<file path="src/pkg/bpad_params.svh">
// Purpose: Offsets, field positions and reset values of the port block.
// Assumes: Addresses are data-memory byte addresses with the bank bits included.
// Notes:   Definitions only.
`ifndef BPAD_PARAMS_SVH
`define BPAD_PARAMS_SVH

// ************************************************************
// Register offsets.
// ************************************************************
`define BPAD_OFS_A_DATA   8'h05
`define BPAD_OFS_D_DATA   8'h08
`define BPAD_OFS_A_DIR    8'h85
`define BPAD_OFS_D_DIR    8'h88
`define BPAD_OFS_E_DIR    8'h89
`define BPAD_OFS_CONV_CFG 8'h9F

// ************************************************************
// Field positions.
// ************************************************************
`define BPAD_A_TMR_BIT    4
`define BPAD_E_PSP_BIT    4
`define BPAD_E_IN_FULL_BIT  7
`define BPAD_E_OUT_FULL_BIT 6
`define BPAD_E_IN_OVF_BIT   5

// ************************************************************
// Reset values.
// ************************************************************
`define BPAD_RST_A_LATCH  6'h00
`define BPAD_RST_A_DIR    6'h3F
`define BPAD_RST_CONV_CFG 5'h1F
`define BPAD_RST_D_LATCH  8'h00
`define BPAD_RST_D_DIR    8'hFF
`define BPAD_RST_E_DIR    3'h7
`define BPAD_RST_PSP      1'h0

`endif

</file>
<file path="src/pkg/bpad_pkg.sv">
// Purpose: Types shared by the port block.
// Assumes: Constants come from bpad_params.svh.
// Notes:   Field widths follow the fixed port widths.
package bpad_pkg;

    // ************************************************************
    // State of the pin synchroniser.
    // ************************************************************
    typedef struct packed {
        logic [13:0] s1;
        logic [13:0] s2;
        logic [13:0] s3;
        logic [13:0] val;
    } bpad_sync_t;

    // ************************************************************
    // State of the port block.
    // ************************************************************
    typedef struct packed {
        logic [5:0] a_latch;
        logic [5:0] a_dir;
        logic [4:0] conv_cfg;
        logic [7:0] d_latch;
        logic [7:0] d_dir;
        logic [2:0] e_dir;
        logic       psp_en;
        logic [7:0] rdata;
        logic [5:0] a_out;
        logic [5:0] a_oe;
        logic [7:0] d_out;
        logic [7:0] d_oe;
        logic       tmr_clk;
        logic [7:0] psp_byte;
    } bpad_state_t;

endpackage

</file>
<file path="src/core/bpad_sync.sv">
// Purpose: Three-stage synchroniser for the port pins.
// Assumes: Inputs are asynchronous to sys_clk_i.
// Notes:   A new level is taken once stages two and three agree.
`timescale 1ns/10ps
module bpad_sync
    import bpad_pkg::*;
(
    // Clock and reset.
    input  wire logic        sys_clk_i,
    input  wire logic        rst_i,
    // Pins and synchronised levels.
    input  wire logic [13:0] pin_i,
    output logic      [13:0] level_o
);

    bpad_sync_t  st;
    bpad_sync_t  next_st;
    logic [13:0] next_val_bit;

    // ************************************************************
    // Next state.
    // ************************************************************
    always_comb begin
        next_st     = st;
        next_st.s1  = pin_i;
        next_st.s2  = st.s1;
        next_st.s3  = st.s2;
        next_st.val = next_val_bit;
    end

    for (genvar i = 0; i < 14; i++) begin : g_bit
        assign next_val_bit[i] = (st.s2[i] == st.s3[i]) ? st.s3[i] : st.val[i];
    end

    always_ff @(posedge sys_clk_i) begin
        if (rst_i) begin
            st <= '0;
        end else begin
            st <= next_st;
        end
    end

    assign level_o = st.val;

endmodule

</file>
<file path="src/core/bpad_top.sv">
// Purpose: General-purpose ports A and D with parallel slave mode on port D.
// Assumes: The CPU data-memory bus gives one access per cycle with a bit mask.
// Notes:   Read data appear one cycle after the read strobe.
`timescale 1ns/10ps
`include "bpad_params.svh"

module bpad_top
    import bpad_pkg::*;
#(
    parameter bit HAS_PORT_DE = 1'b1
)
(
    // Clock and reset.
    input  wire logic       sys_clk_i,
    input  wire logic       rst_i,
    // Data-memory bus.
    input  wire logic [7:0] addr_i,
    input  wire logic       wr_i,
    input  wire logic       rd_i,
    input  wire logic [7:0] wdata_i,
    input  wire logic [7:0] wmask_i,
    output logic      [7:0] rdata_o,
    // Port A pins.
    input  wire logic [5:0] first_port_pin_i,
    output logic      [5:0] first_port_pin_o,
    output logic      [5:0] first_port_pin_oe_o,
    // Port D pins.
    input  wire logic [7:0] fourth_port_pin_i,
    output logic      [7:0] fourth_port_pin_o,
    output logic      [7:0] fourth_port_pin_oe_o,
    // Shared peripheral signals.
    output logic            timer_ext_clock_in_o,
    output logic      [7:0] slave_data_o,
    output logic            parallel_slave_enable_o,
    output logic      [4:0] converter_analog_o
);

    bpad_state_t st;
    bpad_state_t next_st;
    logic [13:0] pin_level;
    logic [5:0]  a_pins;
    logic [7:0]  d_pins;
    logic [5:0]  a_analog;
    logic [5:0]  a_read;
    logic [7:0]  rd_value;
    logic [7:0]  de_gate;

    // ************************************************************
    // Pin synchroniser.
    // ************************************************************
    bpad_sync u_sync (
        .sys_clk_i (sys_clk_i),
        .rst_i     (rst_i),
        .pin_i     ({fourth_port_pin_i, first_port_pin_i}),
        .level_o   (pin_level)
    );

    assign a_pins = pin_level[5:0];
    assign d_pins = pin_level[13:6];

    // ************************************************************
    // Pin readback.
    // ************************************************************
    always_comb begin
        a_analog = {st.conv_cfg[4], 1'b0, st.conv_cfg[3:0]};
        a_read   = a_pins & ~a_analog;
        de_gate  = HAS_PORT_DE ? 8'hFF : 8'h00;
        case (addr_i)
            `BPAD_OFS_A_DATA: begin
                rd_value = {2'h0, a_read};
            end
            `BPAD_OFS_A_DIR: begin
                rd_value = {2'h0, st.a_dir};
            end
            `BPAD_OFS_CONV_CFG: begin
                rd_value = {3'h0, st.conv_cfg};
            end
            `BPAD_OFS_D_DATA: begin
                rd_value = d_pins & de_gate;
            end
            `BPAD_OFS_D_DIR: begin
                rd_value = st.d_dir & de_gate;
            end
            `BPAD_OFS_E_DIR: begin
                rd_value = {3'h0, st.psp_en, 1'h0, st.e_dir} & de_gate;
            end
            default: begin
                rd_value = 8'h00;
            end
        endcase
    end

    // ************************************************************
    // Register writes and pin drive.
    // ************************************************************
    always_comb begin
        next_st = st;
        if (wr_i) begin
            case (addr_i)
                `BPAD_OFS_A_DATA: begin
                    next_st.a_latch = (a_pins & ~wmask_i[5:0]) | (wdata_i[5:0] & wmask_i[5:0]);
                end
                `BPAD_OFS_A_DIR: begin
                    next_st.a_dir = (st.a_dir & ~wmask_i[5:0]) | (wdata_i[5:0] & wmask_i[5:0]);
                end
                `BPAD_OFS_CONV_CFG: begin
                    next_st.conv_cfg = (st.conv_cfg & ~wmask_i[4:0]) | (wdata_i[4:0] & wmask_i[4:0]);
                end
                `BPAD_OFS_D_DATA: begin
                    next_st.d_latch = (d_pins & ~wmask_i) | (wdata_i & wmask_i);
                end
                `BPAD_OFS_D_DIR: begin
                    next_st.d_dir = (st.d_dir & ~wmask_i) | (wdata_i & wmask_i);
                end
                `BPAD_OFS_E_DIR: begin
                    next_st.e_dir = (st.e_dir & ~wmask_i[2:0]) | (wdata_i[2:0] & wmask_i[2:0]);
                    if (wmask_i[`BPAD_E_PSP_BIT]) begin
                        next_st.psp_en = wdata_i[`BPAD_E_PSP_BIT];
                    end
                end
                default: begin
                    next_st.psp_en = st.psp_en;
                end
            endcase
        end
        if (rd_i) begin
            next_st.rdata = rd_value;
        end
        next_st.a_out    = st.a_latch;
        next_st.a_oe     = ~st.a_dir;
        next_st.a_out[`BPAD_A_TMR_BIT] = 1'b0;
        next_st.a_oe[`BPAD_A_TMR_BIT]  = ~st.a_dir[`BPAD_A_TMR_BIT] & ~st.a_latch[`BPAD_A_TMR_BIT];
        next_st.tmr_clk  = a_pins[`BPAD_A_TMR_BIT];
        next_st.d_out    = st.d_latch;
        if (st.psp_en || !HAS_PORT_DE) begin
            next_st.d_oe = 8'h00;
        end else begin
            next_st.d_oe = ~st.d_dir;
        end
        next_st.psp_byte = st.psp_en ? d_pins : st.psp_byte;
    end

    // ************************************************************
    // State register.
    // ************************************************************
    always_ff @(posedge sys_clk_i) begin
        if (rst_i) begin
            st          <= '0;
            st.a_latch  <= `BPAD_RST_A_LATCH;
            st.a_dir    <= `BPAD_RST_A_DIR;
            st.conv_cfg <= `BPAD_RST_CONV_CFG;
            st.d_latch  <= `BPAD_RST_D_LATCH;
            st.d_dir    <= `BPAD_RST_D_DIR;
            st.e_dir    <= `BPAD_RST_E_DIR;
            st.psp_en   <= `BPAD_RST_PSP;
        end else begin
            st <= next_st;
        end
    end

    // ************************************************************
    // Outputs.
    // ************************************************************
    assign rdata_o                 = st.rdata;
    assign first_port_pin_o        = st.a_out;
    assign first_port_pin_oe_o     = st.a_oe;
    assign fourth_port_pin_o       = st.d_out;
    assign fourth_port_pin_oe_o    = st.d_oe;
    assign timer_ext_clock_in_o    = st.tmr_clk;
    assign slave_data_o            = st.psp_byte;
    assign parallel_slave_enable_o = st.psp_en;
    assign converter_analog_o      = st.conv_cfg;

    // ************************************************************
    // Checks.
    // ************************************************************
    AST_A_DIR_DRIVE: assert property (
        @(posedge sys_clk_i) disable iff (rst_i)
        (wr_i && addr_i == `BPAD_OFS_A_DIR && wmask_i == 8'hFF)
        ##1 !rst_i && !wr_i
        |=> first_port_pin_oe_o[3:0] == ~$past(wdata_i[3:0], 2)
            && first_port_pin_oe_o[5] == ~$past(wdata_i[5], 2))
        else $error("Port A drive does not follow direction write.");

    AST_A_READ_ZERO: assert property (
        @(posedge sys_clk_i) disable iff (rst_i)
        rd_i && addr_i == `BPAD_OFS_A_DATA
        |=> rdata_o[7:6] == 2'h0 && rdata_o[5:0] == $past(a_read))
        else $error("Port A read is not the digital pin level.");

    AST_A_RMW: assert property (
        @(posedge sys_clk_i) disable iff (rst_i)
        wr_i && addr_i == `BPAD_OFS_A_DATA
        ##1 !rst_i && !wr_i
        |=> first_port_pin_o[3:0] ==
            (($past(a_pins[3:0], 2) & ~$past(wmask_i[3:0], 2)) | ($past(wdata_i[3:0], 2) & $past(wmask_i[3:0], 2))))
        else $error("Port A latch is not a read-modify-write result.");

    AST_OPEN_DRAIN: assert property (
        @(posedge sys_clk_i) disable iff (rst_i)
        first_port_pin_oe_o[4] |-> first_port_pin_o[4] == 1'b0
            && $past(st.a_latch[4]) == 1'b0 && $past(st.a_dir[4]) == 1'b0)
        else $error("Open-drain bit drives while it should release.");

    AST_ANALOG_RESET: assert property (
        @(posedge sys_clk_i)
        rst_i ##1 !rst_i |-> converter_analog_o == `BPAD_RST_CONV_CFG)
        else $error("Port A pins are not analog after reset.");

    AST_D_DIR_RESET: assert property (
        @(posedge sys_clk_i)
        rst_i ##1 !rst_i |-> st.d_dir == `BPAD_RST_D_DIR ##1 fourth_port_pin_oe_o == 8'h00)
        else $error("Port D does not start as inputs.");

    AST_D_DRIVE: assert property (
        @(posedge sys_clk_i) disable iff (rst_i)
        !st.psp_en && HAS_PORT_DE |=> fourth_port_pin_oe_o == ~$past(st.d_dir))
        else $error("Port D drive does not follow its direction bits.");

    AST_PSP_RELEASE: assert property (
        @(posedge sys_clk_i) disable iff (rst_i)
        st.psp_en |=> fourth_port_pin_oe_o == 8'h00 && slave_data_o == $past(d_pins))
        else $error("Slave mode does not pass the pin byte.");

    AST_REDUCED_ZERO: assert property (
        @(posedge sys_clk_i) disable iff (rst_i)
        !HAS_PORT_DE && rd_i && (addr_i == `BPAD_OFS_D_DATA || addr_i == `BPAD_OFS_D_DIR || addr_i == `BPAD_OFS_E_DIR)
        |=> rdata_o == 8'h00)
        else $error("Absent port D or E register does not read zero.");

    AST_E_UNUSED: assert property (
        @(posedge sys_clk_i) disable iff (rst_i)
        rd_i && addr_i == `BPAD_OFS_E_DIR |=> rdata_o[3] == 1'b0 && rdata_o[7:5] == 3'h0)
        else $error("Unused slave-status bits do not read zero.");

    AST_A_DIR_READ: assert property (
        @(posedge sys_clk_i) disable iff (rst_i)
        rd_i && addr_i == `BPAD_OFS_A_DIR |=> rdata_o == {2'h0, $past(st.a_dir)})
        else $error("Port A direction does not read back.");

    AST_A_DRIVE_DIR: assert property (
        @(posedge sys_clk_i) disable iff (rst_i)
        1'b1 |=> first_port_pin_oe_o[3:0] == ~$past(st.a_dir[3:0])
            && first_port_pin_oe_o[5] == ~$past(st.a_dir[5]))
        else $error("Port A drive does not follow direction bits.");

    AST_A_OUT_LATCH: assert property (
        @(posedge sys_clk_i) disable iff (rst_i)
        1'b1 |=> first_port_pin_o[3:0] == $past(st.a_latch[3:0])
            && first_port_pin_o[5] == $past(st.a_latch[5]))
        else $error("Port A outputs do not follow the latch.");

    AST_TMR_NO_HIGH: assert property (
        @(posedge sys_clk_i) disable iff (rst_i)
        first_port_pin_o[`BPAD_A_TMR_BIT] == 1'b0)
        else $error("Open-drain bit drives high.");

    AST_TMR_CLOCK: assert property (
        @(posedge sys_clk_i) disable iff (rst_i)
        1'b1 |=> timer_ext_clock_in_o == $past(a_pins[`BPAD_A_TMR_BIT]))
        else $error("Timer clock does not follow its pin.");

    AST_A_DIR_KEEP: assert property (
        @(posedge sys_clk_i) disable iff (rst_i)
        wr_i && addr_i == `BPAD_OFS_A_DATA |=> st.a_dir == $past(st.a_dir))
        else $error("Data write changes port A direction.");

    AST_RDATA_HOLD: assert property (
        @(posedge sys_clk_i) disable iff (rst_i)
        !rd_i |=> $stable(rdata_o))
        else $error("Read data change without a read.");

    AST_UNMAPPED_ZERO: assert property (
        @(posedge sys_clk_i) disable iff (rst_i)
        rd_i && addr_i != `BPAD_OFS_A_DATA && addr_i != `BPAD_OFS_A_DIR && addr_i != `BPAD_OFS_CONV_CFG
            && addr_i != `BPAD_OFS_D_DATA && addr_i != `BPAD_OFS_D_DIR && addr_i != `BPAD_OFS_E_DIR
        |=> rdata_o == 8'h00)
        else $error("Unmapped address does not read zero.");

    AST_CONV_WRITE: assert property (
        @(posedge sys_clk_i) disable iff (rst_i)
        wr_i && addr_i == `BPAD_OFS_CONV_CFG && wmask_i[4:0] == 5'h1F
        |=> converter_analog_o == $past(wdata_i[4:0]))
        else $error("Converter pin selection does not follow its write.");

    AST_ANALOG_READ: assert property (
        @(posedge sys_clk_i) disable iff (rst_i)
        rd_i && addr_i == `BPAD_OFS_A_DATA
        |=> (rdata_o[3:0] & $past(converter_analog_o[3:0])) == 4'h0
            && !(rdata_o[5] && $past(converter_analog_o[4])))
        else $error("Analog pin does not read zero.");

    AST_D_RMW: assert property (
        @(posedge sys_clk_i) disable iff (rst_i)
        wr_i && addr_i == `BPAD_OFS_D_DATA
        ##1 !rst_i && !wr_i
        |=> fourth_port_pin_o == (($past(d_pins, 2) & ~$past(wmask_i, 2)) | ($past(wdata_i, 2) & $past(wmask_i, 2))))
        else $error("Port D latch is not a read-modify-write result.");

    AST_D_OUT_LATCH: assert property (
        @(posedge sys_clk_i) disable iff (rst_i)
        1'b1 |=> fourth_port_pin_o == $past(st.d_latch))
        else $error("Port D outputs do not follow the latch.");

    AST_D_DIR_WRITE: assert property (
        @(posedge sys_clk_i) disable iff (rst_i)
        wr_i && addr_i == `BPAD_OFS_D_DIR && wmask_i == 8'hFF |=> st.d_dir == $past(wdata_i))
        else $error("Port D direction does not take its write.");

    AST_D_DIR_READ: assert property (
        @(posedge sys_clk_i) disable iff (rst_i)
        HAS_PORT_DE && rd_i && addr_i == `BPAD_OFS_D_DIR |=> rdata_o == $past(st.d_dir))
        else $error("Port D direction does not read back.");

    AST_PSP_SET: assert property (
        @(posedge sys_clk_i) disable iff (rst_i)
        wr_i && addr_i == `BPAD_OFS_E_DIR && wmask_i[`BPAD_E_PSP_BIT]
        |=> parallel_slave_enable_o == $past(wdata_i[`BPAD_E_PSP_BIT]))
        else $error("Slave enable does not take its write.");

    AST_E_DIR_READ: assert property (
        @(posedge sys_clk_i) disable iff (rst_i)
        HAS_PORT_DE && rd_i && addr_i == `BPAD_OFS_E_DIR
        |=> rdata_o[`BPAD_E_PSP_BIT] == $past(st.psp_en) && rdata_o[2:0] == $past(st.e_dir))
        else $error("Slave enable or port E direction does not read back.");

    AST_PSP_HOLD: assert property (
        @(posedge sys_clk_i) disable iff (rst_i)
        !st.psp_en |=> slave_data_o == $past(slave_data_o))
        else $error("Slave byte changes outside slave mode.");

    AST_REDUCED_NO_DRIVE: assert property (
        @(posedge sys_clk_i) disable iff (rst_i)
        !HAS_PORT_DE |-> fourth_port_pin_oe_o == 8'h00)
        else $error("Absent port D drives its pins.");

endmodule

</file>
<file path="config.mk">
export PLATFORM = sky130hd
export DESIGN_NAME = bpad_top
export DESIGN_NICKNAME = d
export VERILOG_FILES = /design/src/pkg/bpad_pkg.sv /design/src/core/bpad_sync.sv /design/src/core/bpad_top.sv
export VERILOG_INCLUDE_DIRS = /design/src /design/src/pkg
export SDC_FILE = /design/constraint.sdc
export NUM_CORES = 1
export LEC_CHECK = 0
export BUFFER_PORTS_ARGS = -buffer_cell sky130_fd_sc_hd__buf_4
export CAP_MARGIN = 5
export CORE_AREA = 2 2 109 111
export DETAILED_ROUTE_END_ITERATION = 8
export DIE_AREA = 0 0 111 113
export GPL_ROUTABILITY_DRIVEN = 0
export GPL_TIMING_DRIVEN = 0
export HOLD_SLACK_MARGIN = 0.12
export PLACE_DENSITY = 0.83
export SLEW_MARGIN = 10
export SYNTH_ARGS = -nofsm -noshare
export SYNTH_HDL_FRONTEND = slang
export SYNTH_HIERARCHICAL = 1
export SYNTH_SLANG_ARGS = --single-unit
</file>
<file path="constraint.sdc">
create_clock -name sys_clk_i -period 2.1 [get_ports sys_clk_i]
set_clock_uncertainty 0.05 [all_clocks]
set_input_delay 0.105 -clock sys_clk_i [delete_from_list [all_inputs] [get_ports sys_clk_i]]
set_output_delay 0.105 -clock sys_clk_i [all_outputs]
set_load 0.03 [all_outputs]
</file>
Yosys cells after proc, flatten, opt, wreduce, memory -nomap -nowiden
Index checks and enable logic that the tools add are counted.

Word-level logic and storage cells: 88. Register bits after elaboration: 138. Input port bits: 42. Output and inout bits: 51.

Eq/ne operators: 20. Bitwise logic cells: 27. Multiplexer cells: 1. Reduce and logical (&&, ||, !) cells: 8.

Operators with widths (count): one-hot mux 8 bit (6 select lines) (1); equality test 8 bit, second input constant (4); bitwise AND 6 bit (4); bitwise AND 8 bit (3); inverter 6 bit (3); inverter 8 bit (2); OR 8 bit (2); equality test 1 bit (14); OR 6 bit (2); AND reduction 2 bit (6); bitwise AND 5 bit (2); equality test 8 x 3 -> 1 bit, second input constant (1); equality test 8 x 4 -> 1 bit, second input constant (1); bitwise AND 3 bit (2); inverter 5 bit (1); OR 5 bit (1); inverter 3 bit (1); OR 3 bit (1); AND reduction 3 bit (1); inverter 1 bit (2); OR reduction 2 bit (1); bitwise AND 1 bit (1).

Longest topological paths before layout
Depth in word-level cells: 3. Mapped depth: 7. Depth with buffers taken out: 4.

By module
Netlist, hierarchy kept.

Modules (own cells, without submodules): bpad_top (instances 1, sequential area each 1621.6 um^2, cells each 413, area an instance 3774.9 um^2); bpad_sync (instances 1, sequential area each 1121.1 um^2, cells each 160, area an instance 1739.2 um^2).

Worst setup path before layout
Ideal clock, no wire load.

Kind: register -> register. From: register st (netlist bit parallel_slave_enable_o). To: register st (netlist bit rdata_o[4]). Data arrival time: 1.510 ns. Stages on the path, launching flop included: 6. Library setup time: 0.086 ns. Required time: 1.964 ns. Period minus slack after synthesis: 1.646 ns. Buffers on the path: 1. Slack: 0.454 ns. Cells stage by stage: dfxtp_1 > clkbuf_1 > nand3b_1 > a21boi_0 > o21ai_0 > a211oi_1.

Cells in the longest elaborated chain, start to end: 1.

RTL lines: start: declaration (line bpad_top.sv:38) `bpad_state_t st;`; start signal: assignment (line bpad_top.sv:157) `st <= next_st;`; one-hot mux 8 bit (6 select lines) (line bpad_top.sv:68) `case (addr_i)`.

Every way passes these cells. A chain may end at the register's enable or synchronous reset.

==> impl_metrics.tcl <==
set metrics [dict create \
    outcome "complete, no violations" \
    cp-startpoint "parallel_slave_enable_o$_SDFFE_PP0P_" \
    grt_pass1_wl_mm 23.1 \
    setup_tns_ns 0 \
    layout.nets 774 \
    path_depth 4 \
    grt.total_usage 0.233 \
    dr.first_iter.drc_count 304 \
    synth_most_common_cell "dfxtp_1" \
    cts_buffer_depth 2 \
    p_sw_mw 1.34 \
    maxCapViolCount 0 \
    critPathBufInv 2 \
    timing.slew.headroom 0.447 \
    power_frac_comb 0.065 \
    layout_min_cycle_time_ns 2.03 \
    io_buffers 87 \
    synth_edf_count 0 \
    grt_max_degree 17 \
    netlist_instances 573 \
    ff2ff_setup_slack_ns 0.07 \
    cts_sinks 137 \
    fin_crit_sh 0.965 \
    max_slew.worst_pin.slew_ns 0.830 \
    io_pins 93 \
    endpoint_kind "flop" \
    dpl.hpwl_mm 9.11 \
    seq_power_share 0.456 \
    routedWlPerCell_um 16.3 \
    synth_cell_types 46 \
    overflow 0 \
    worst_hold_slack_ns 0.142 \
    ys_warn_count 6 \
    synth-seq-area-share 0.497 \
    fmax_mhz 494 \
    post-place-ws_ns 0.188 \
    drc 0 \
    sw_frac_of_total 0.230 \
    max_stage_delay_ns 0.65 \
    cp_slowest_cell "clkbuf_1" \
    drive_above_1_share 0.286 \
    place_area_um2 6350 \
    slew_viol_final 0 \
    start_util 0.489 \
    worstHoldPathType "primary input to flop" \
    cts_tree "built" \
    antenna_found_initial 0 \
    stdcell_area_um2 7440 \
    syn_area_um2 5510 \
    rsz0062_at_grt "no" \
    synth-main-ff-cell "dfxtp_1" \
    worstSetupStartpointType "flop" \
    dieArea_um2 12500 \
    cp-endpoint "parallel_slave_enable_o$_SDFFE_PP0P_" \
    htreeDepth 4 \
    nFillCells 836 \
    dr.pass1.iters 5 \
    async_flop_share 0 \
    fp.coreArea_um2 11300 \
    final_antenna_net_count 0 \
    cts_buffers 17 \
    root_buffer "clkbuf_16" \
    finalPower_mw 5.83 \
    peakVddDrop_uv 748 \
    crit_chain "clkbuf_1 -> mux2i_1 -> dlygate4sd3_1 -> nor2_1" \
    cpLargestDelayFamily "buffers and inverters" \
    critical_path_class "flop to flop" \
    total_leakage_power_nw 3.24 \
    viasPerCell 5.24 \
    netlist.area_leader.share 0.497 \
    timing.rr.start "parallel_slave_enable_o$_SDFFE_PP0P_" \
    grt_pass1_vias 4827 \
    arrival_ns 2.31 \
    rows 39 \
    p_int_mw 4.49 \
    syn-num-nets 615 \
    critPathMaxFanout 10 \
    syn_avg_cell_area_um2 9.62 \
    synthTopCellsByArea "dfxtp_1 50%, buf_4 8.7%, nor2b_1 6.5%" \
    path_clk_slew_ns 0.06 \
    totalWireLength_mm 14.5 \
    antenna_cells 0 \
    finalHoldViolations 0 \
    cp.required_ns 2.39 \
    synthTopCellsByCount "137 x dfxtp_1, 64 x buf_4, 57 x nor2_1, 57 x nor2b_1, 31 x nand2_1" \
    syn2layout_area_growth_pct 35.0 \
    setup_viol 0 \
    routed-via-count 4654 \
    chipWidth_um 111 \
    rr_endpoint "parallel_slave_enable_o$_SDFFE_PP0P_" \
    synth_top_area_cell "dfxtp_1" \
    power_density_nw_per_um2 783 \
    reg2reg_depth 4 \
    clockPowerShare 0.479 \
    clock_latency_ns 0.41 \
    die_height_um 113 \
    setup_slack_ns 0.0741 \
    synth-seq-cells 137 \
]
-- final cells by class --
cell class,count,area [um2],share of cell area
clock buffers,19,443,0.0595
flip-flops and latches,137,2740,0.368
clock inverters,13,120,0.0161
inverters,22,82.6,0.0111
repair buffers,140,1180,0.158
well taps,143,179,0.0240
multi-input cells,322,2040,0.274
plain buffers,92,656,0.0881
-- through the flow --
step | cells | utilization
final | 888 | 0.660
after global routing | 888 | 0.660
after CTS | 886 | 0.658
after detailed placement | 803 | 0.563
after global placement | 803 | 0.563
after floorplan | 573 | -
-- layout by cell type, fill, tap and decap left out, types with 3 or more instances in the layout --
| cell type | n |
|---|---|
| a211o_1 | 21 |
| a211oi_1 | 3 |
| a21oi_1 | 18 |
| a221oi_1 | 3 |
| a22o_1 | 4 |
| a32o_1 | 4 |
| and3_1 | 11 |
| and4bb_2 | 3 |
| buf_2 | 4 |
| buf_4 | 153 |
| buf_6 | 6 |
| clkbuf_1 | 13 |
| clkbuf_16 | 17 |
| clkbuf_2 | 3 |
| clkinv_2 | 3 |
| clkinv_4 | 3 |
| clkinvlp_4 | 3 |
| dfxtp_1 | 137 |
| dlygate4sd3_1 | 51 |
| inv_1 | 22 |
| inv_6 | 3 |
| mux2_2 | 3 |
| mux2i_1 | 24 |
| nand2_1 | 31 |
| nand3b_1 | 5 |
| nand4_1 | 15 |
| nor2_1 | 57 |
| nor2b_1 | 57 |
| nor3_1 | 4 |
| o21ai_0 | 29 |
-- worst min path at each step --
stage / cells past startpoint / slack [ns] / startpoint / end
after floorplan: 1 / 0.18 / first_port_pin_i[2] / u_sync/next_st[30]$_SDFF_PP0_
after global placement: 2 / 0.26 / first_port_pin_i[2] / u_sync/next_st[30]$_SDFF_PP0_
after detailed placement: 2 / 0.27 / first_port_pin_i[3] / u_sync/next_st[31]$_SDFF_PP0_
after CTS: 4 / 0.12 / addr_i[1] / rdata_o[3]$_SDFFE_PP0P_
after global routing: 4 / 0.16 / addr_i[5] / flop
final: 4 / 0.14 / addr_i[6] / flop
-- worst reg2reg max path: cells and delay by family, from the launching register on --
family | cells | cell delay (ns)
buffers and inverters | 2 | 1.27
flip-flops | 1 | 0.36
multiplexers | 1 | 0.19
AND/OR/NAND/NOR | 1 | 0.09
-- repair_timing --
| item | CTS | global route |
|---|---|---|
| setup buffers | 0 | 2 |
| setup endpoints to repair | 0 | 9 |
| hold buffers | 51 | 0 |
| hold endpoints to repair | 67 | 0 |
| gates resized for setup | 0 | 7 |
-- logic make-up (layout without fill, tap and decap cells) --
logic type | after synthesis | after routing | share of synthesized area
AO/OA/AOI/OAI | 93 | 93 | 0.114
buffers and inverters | 114 | 286 | 0.133
flip-flops | 137 | 137 | 0.497
multiplexers | 27 | 27 | 0.0497
other | 1 | 1 | 0.000680
AND/OR/NAND/NOR | 201 | 201 | 0.205
-- metal layers --
| metal | up-vias | GRT usage | share of wire |
|---|---|---|---|
| li1 | 2201 | - | - |
| met1 | 2115 | 0.257 | 0.38 |
| met2 | 271 | 0.410 | 0.50 |
| met3 | 67 | 0.0584 | 0.083 |
| met4 | 0 | 0.133 | 0.044 |
| met5 | - | 0 | 0 |
-- power groups by stage --
stage | clock [mW] | sequential, mW | combinational [mW]
floorplan | 0 | 2.71 | 0.171
global placement | 0 | 2.71 | 0.296
detailed placement | 0 | 2.71 | 0.305
CTS | 2.82 | 2.66 | 0.366
global route | 2.95 | 2.66 | 0.405
finish | 2.80 | 2.66 | 0.379
Note: power is estimated with default switching activity, not from simulation.
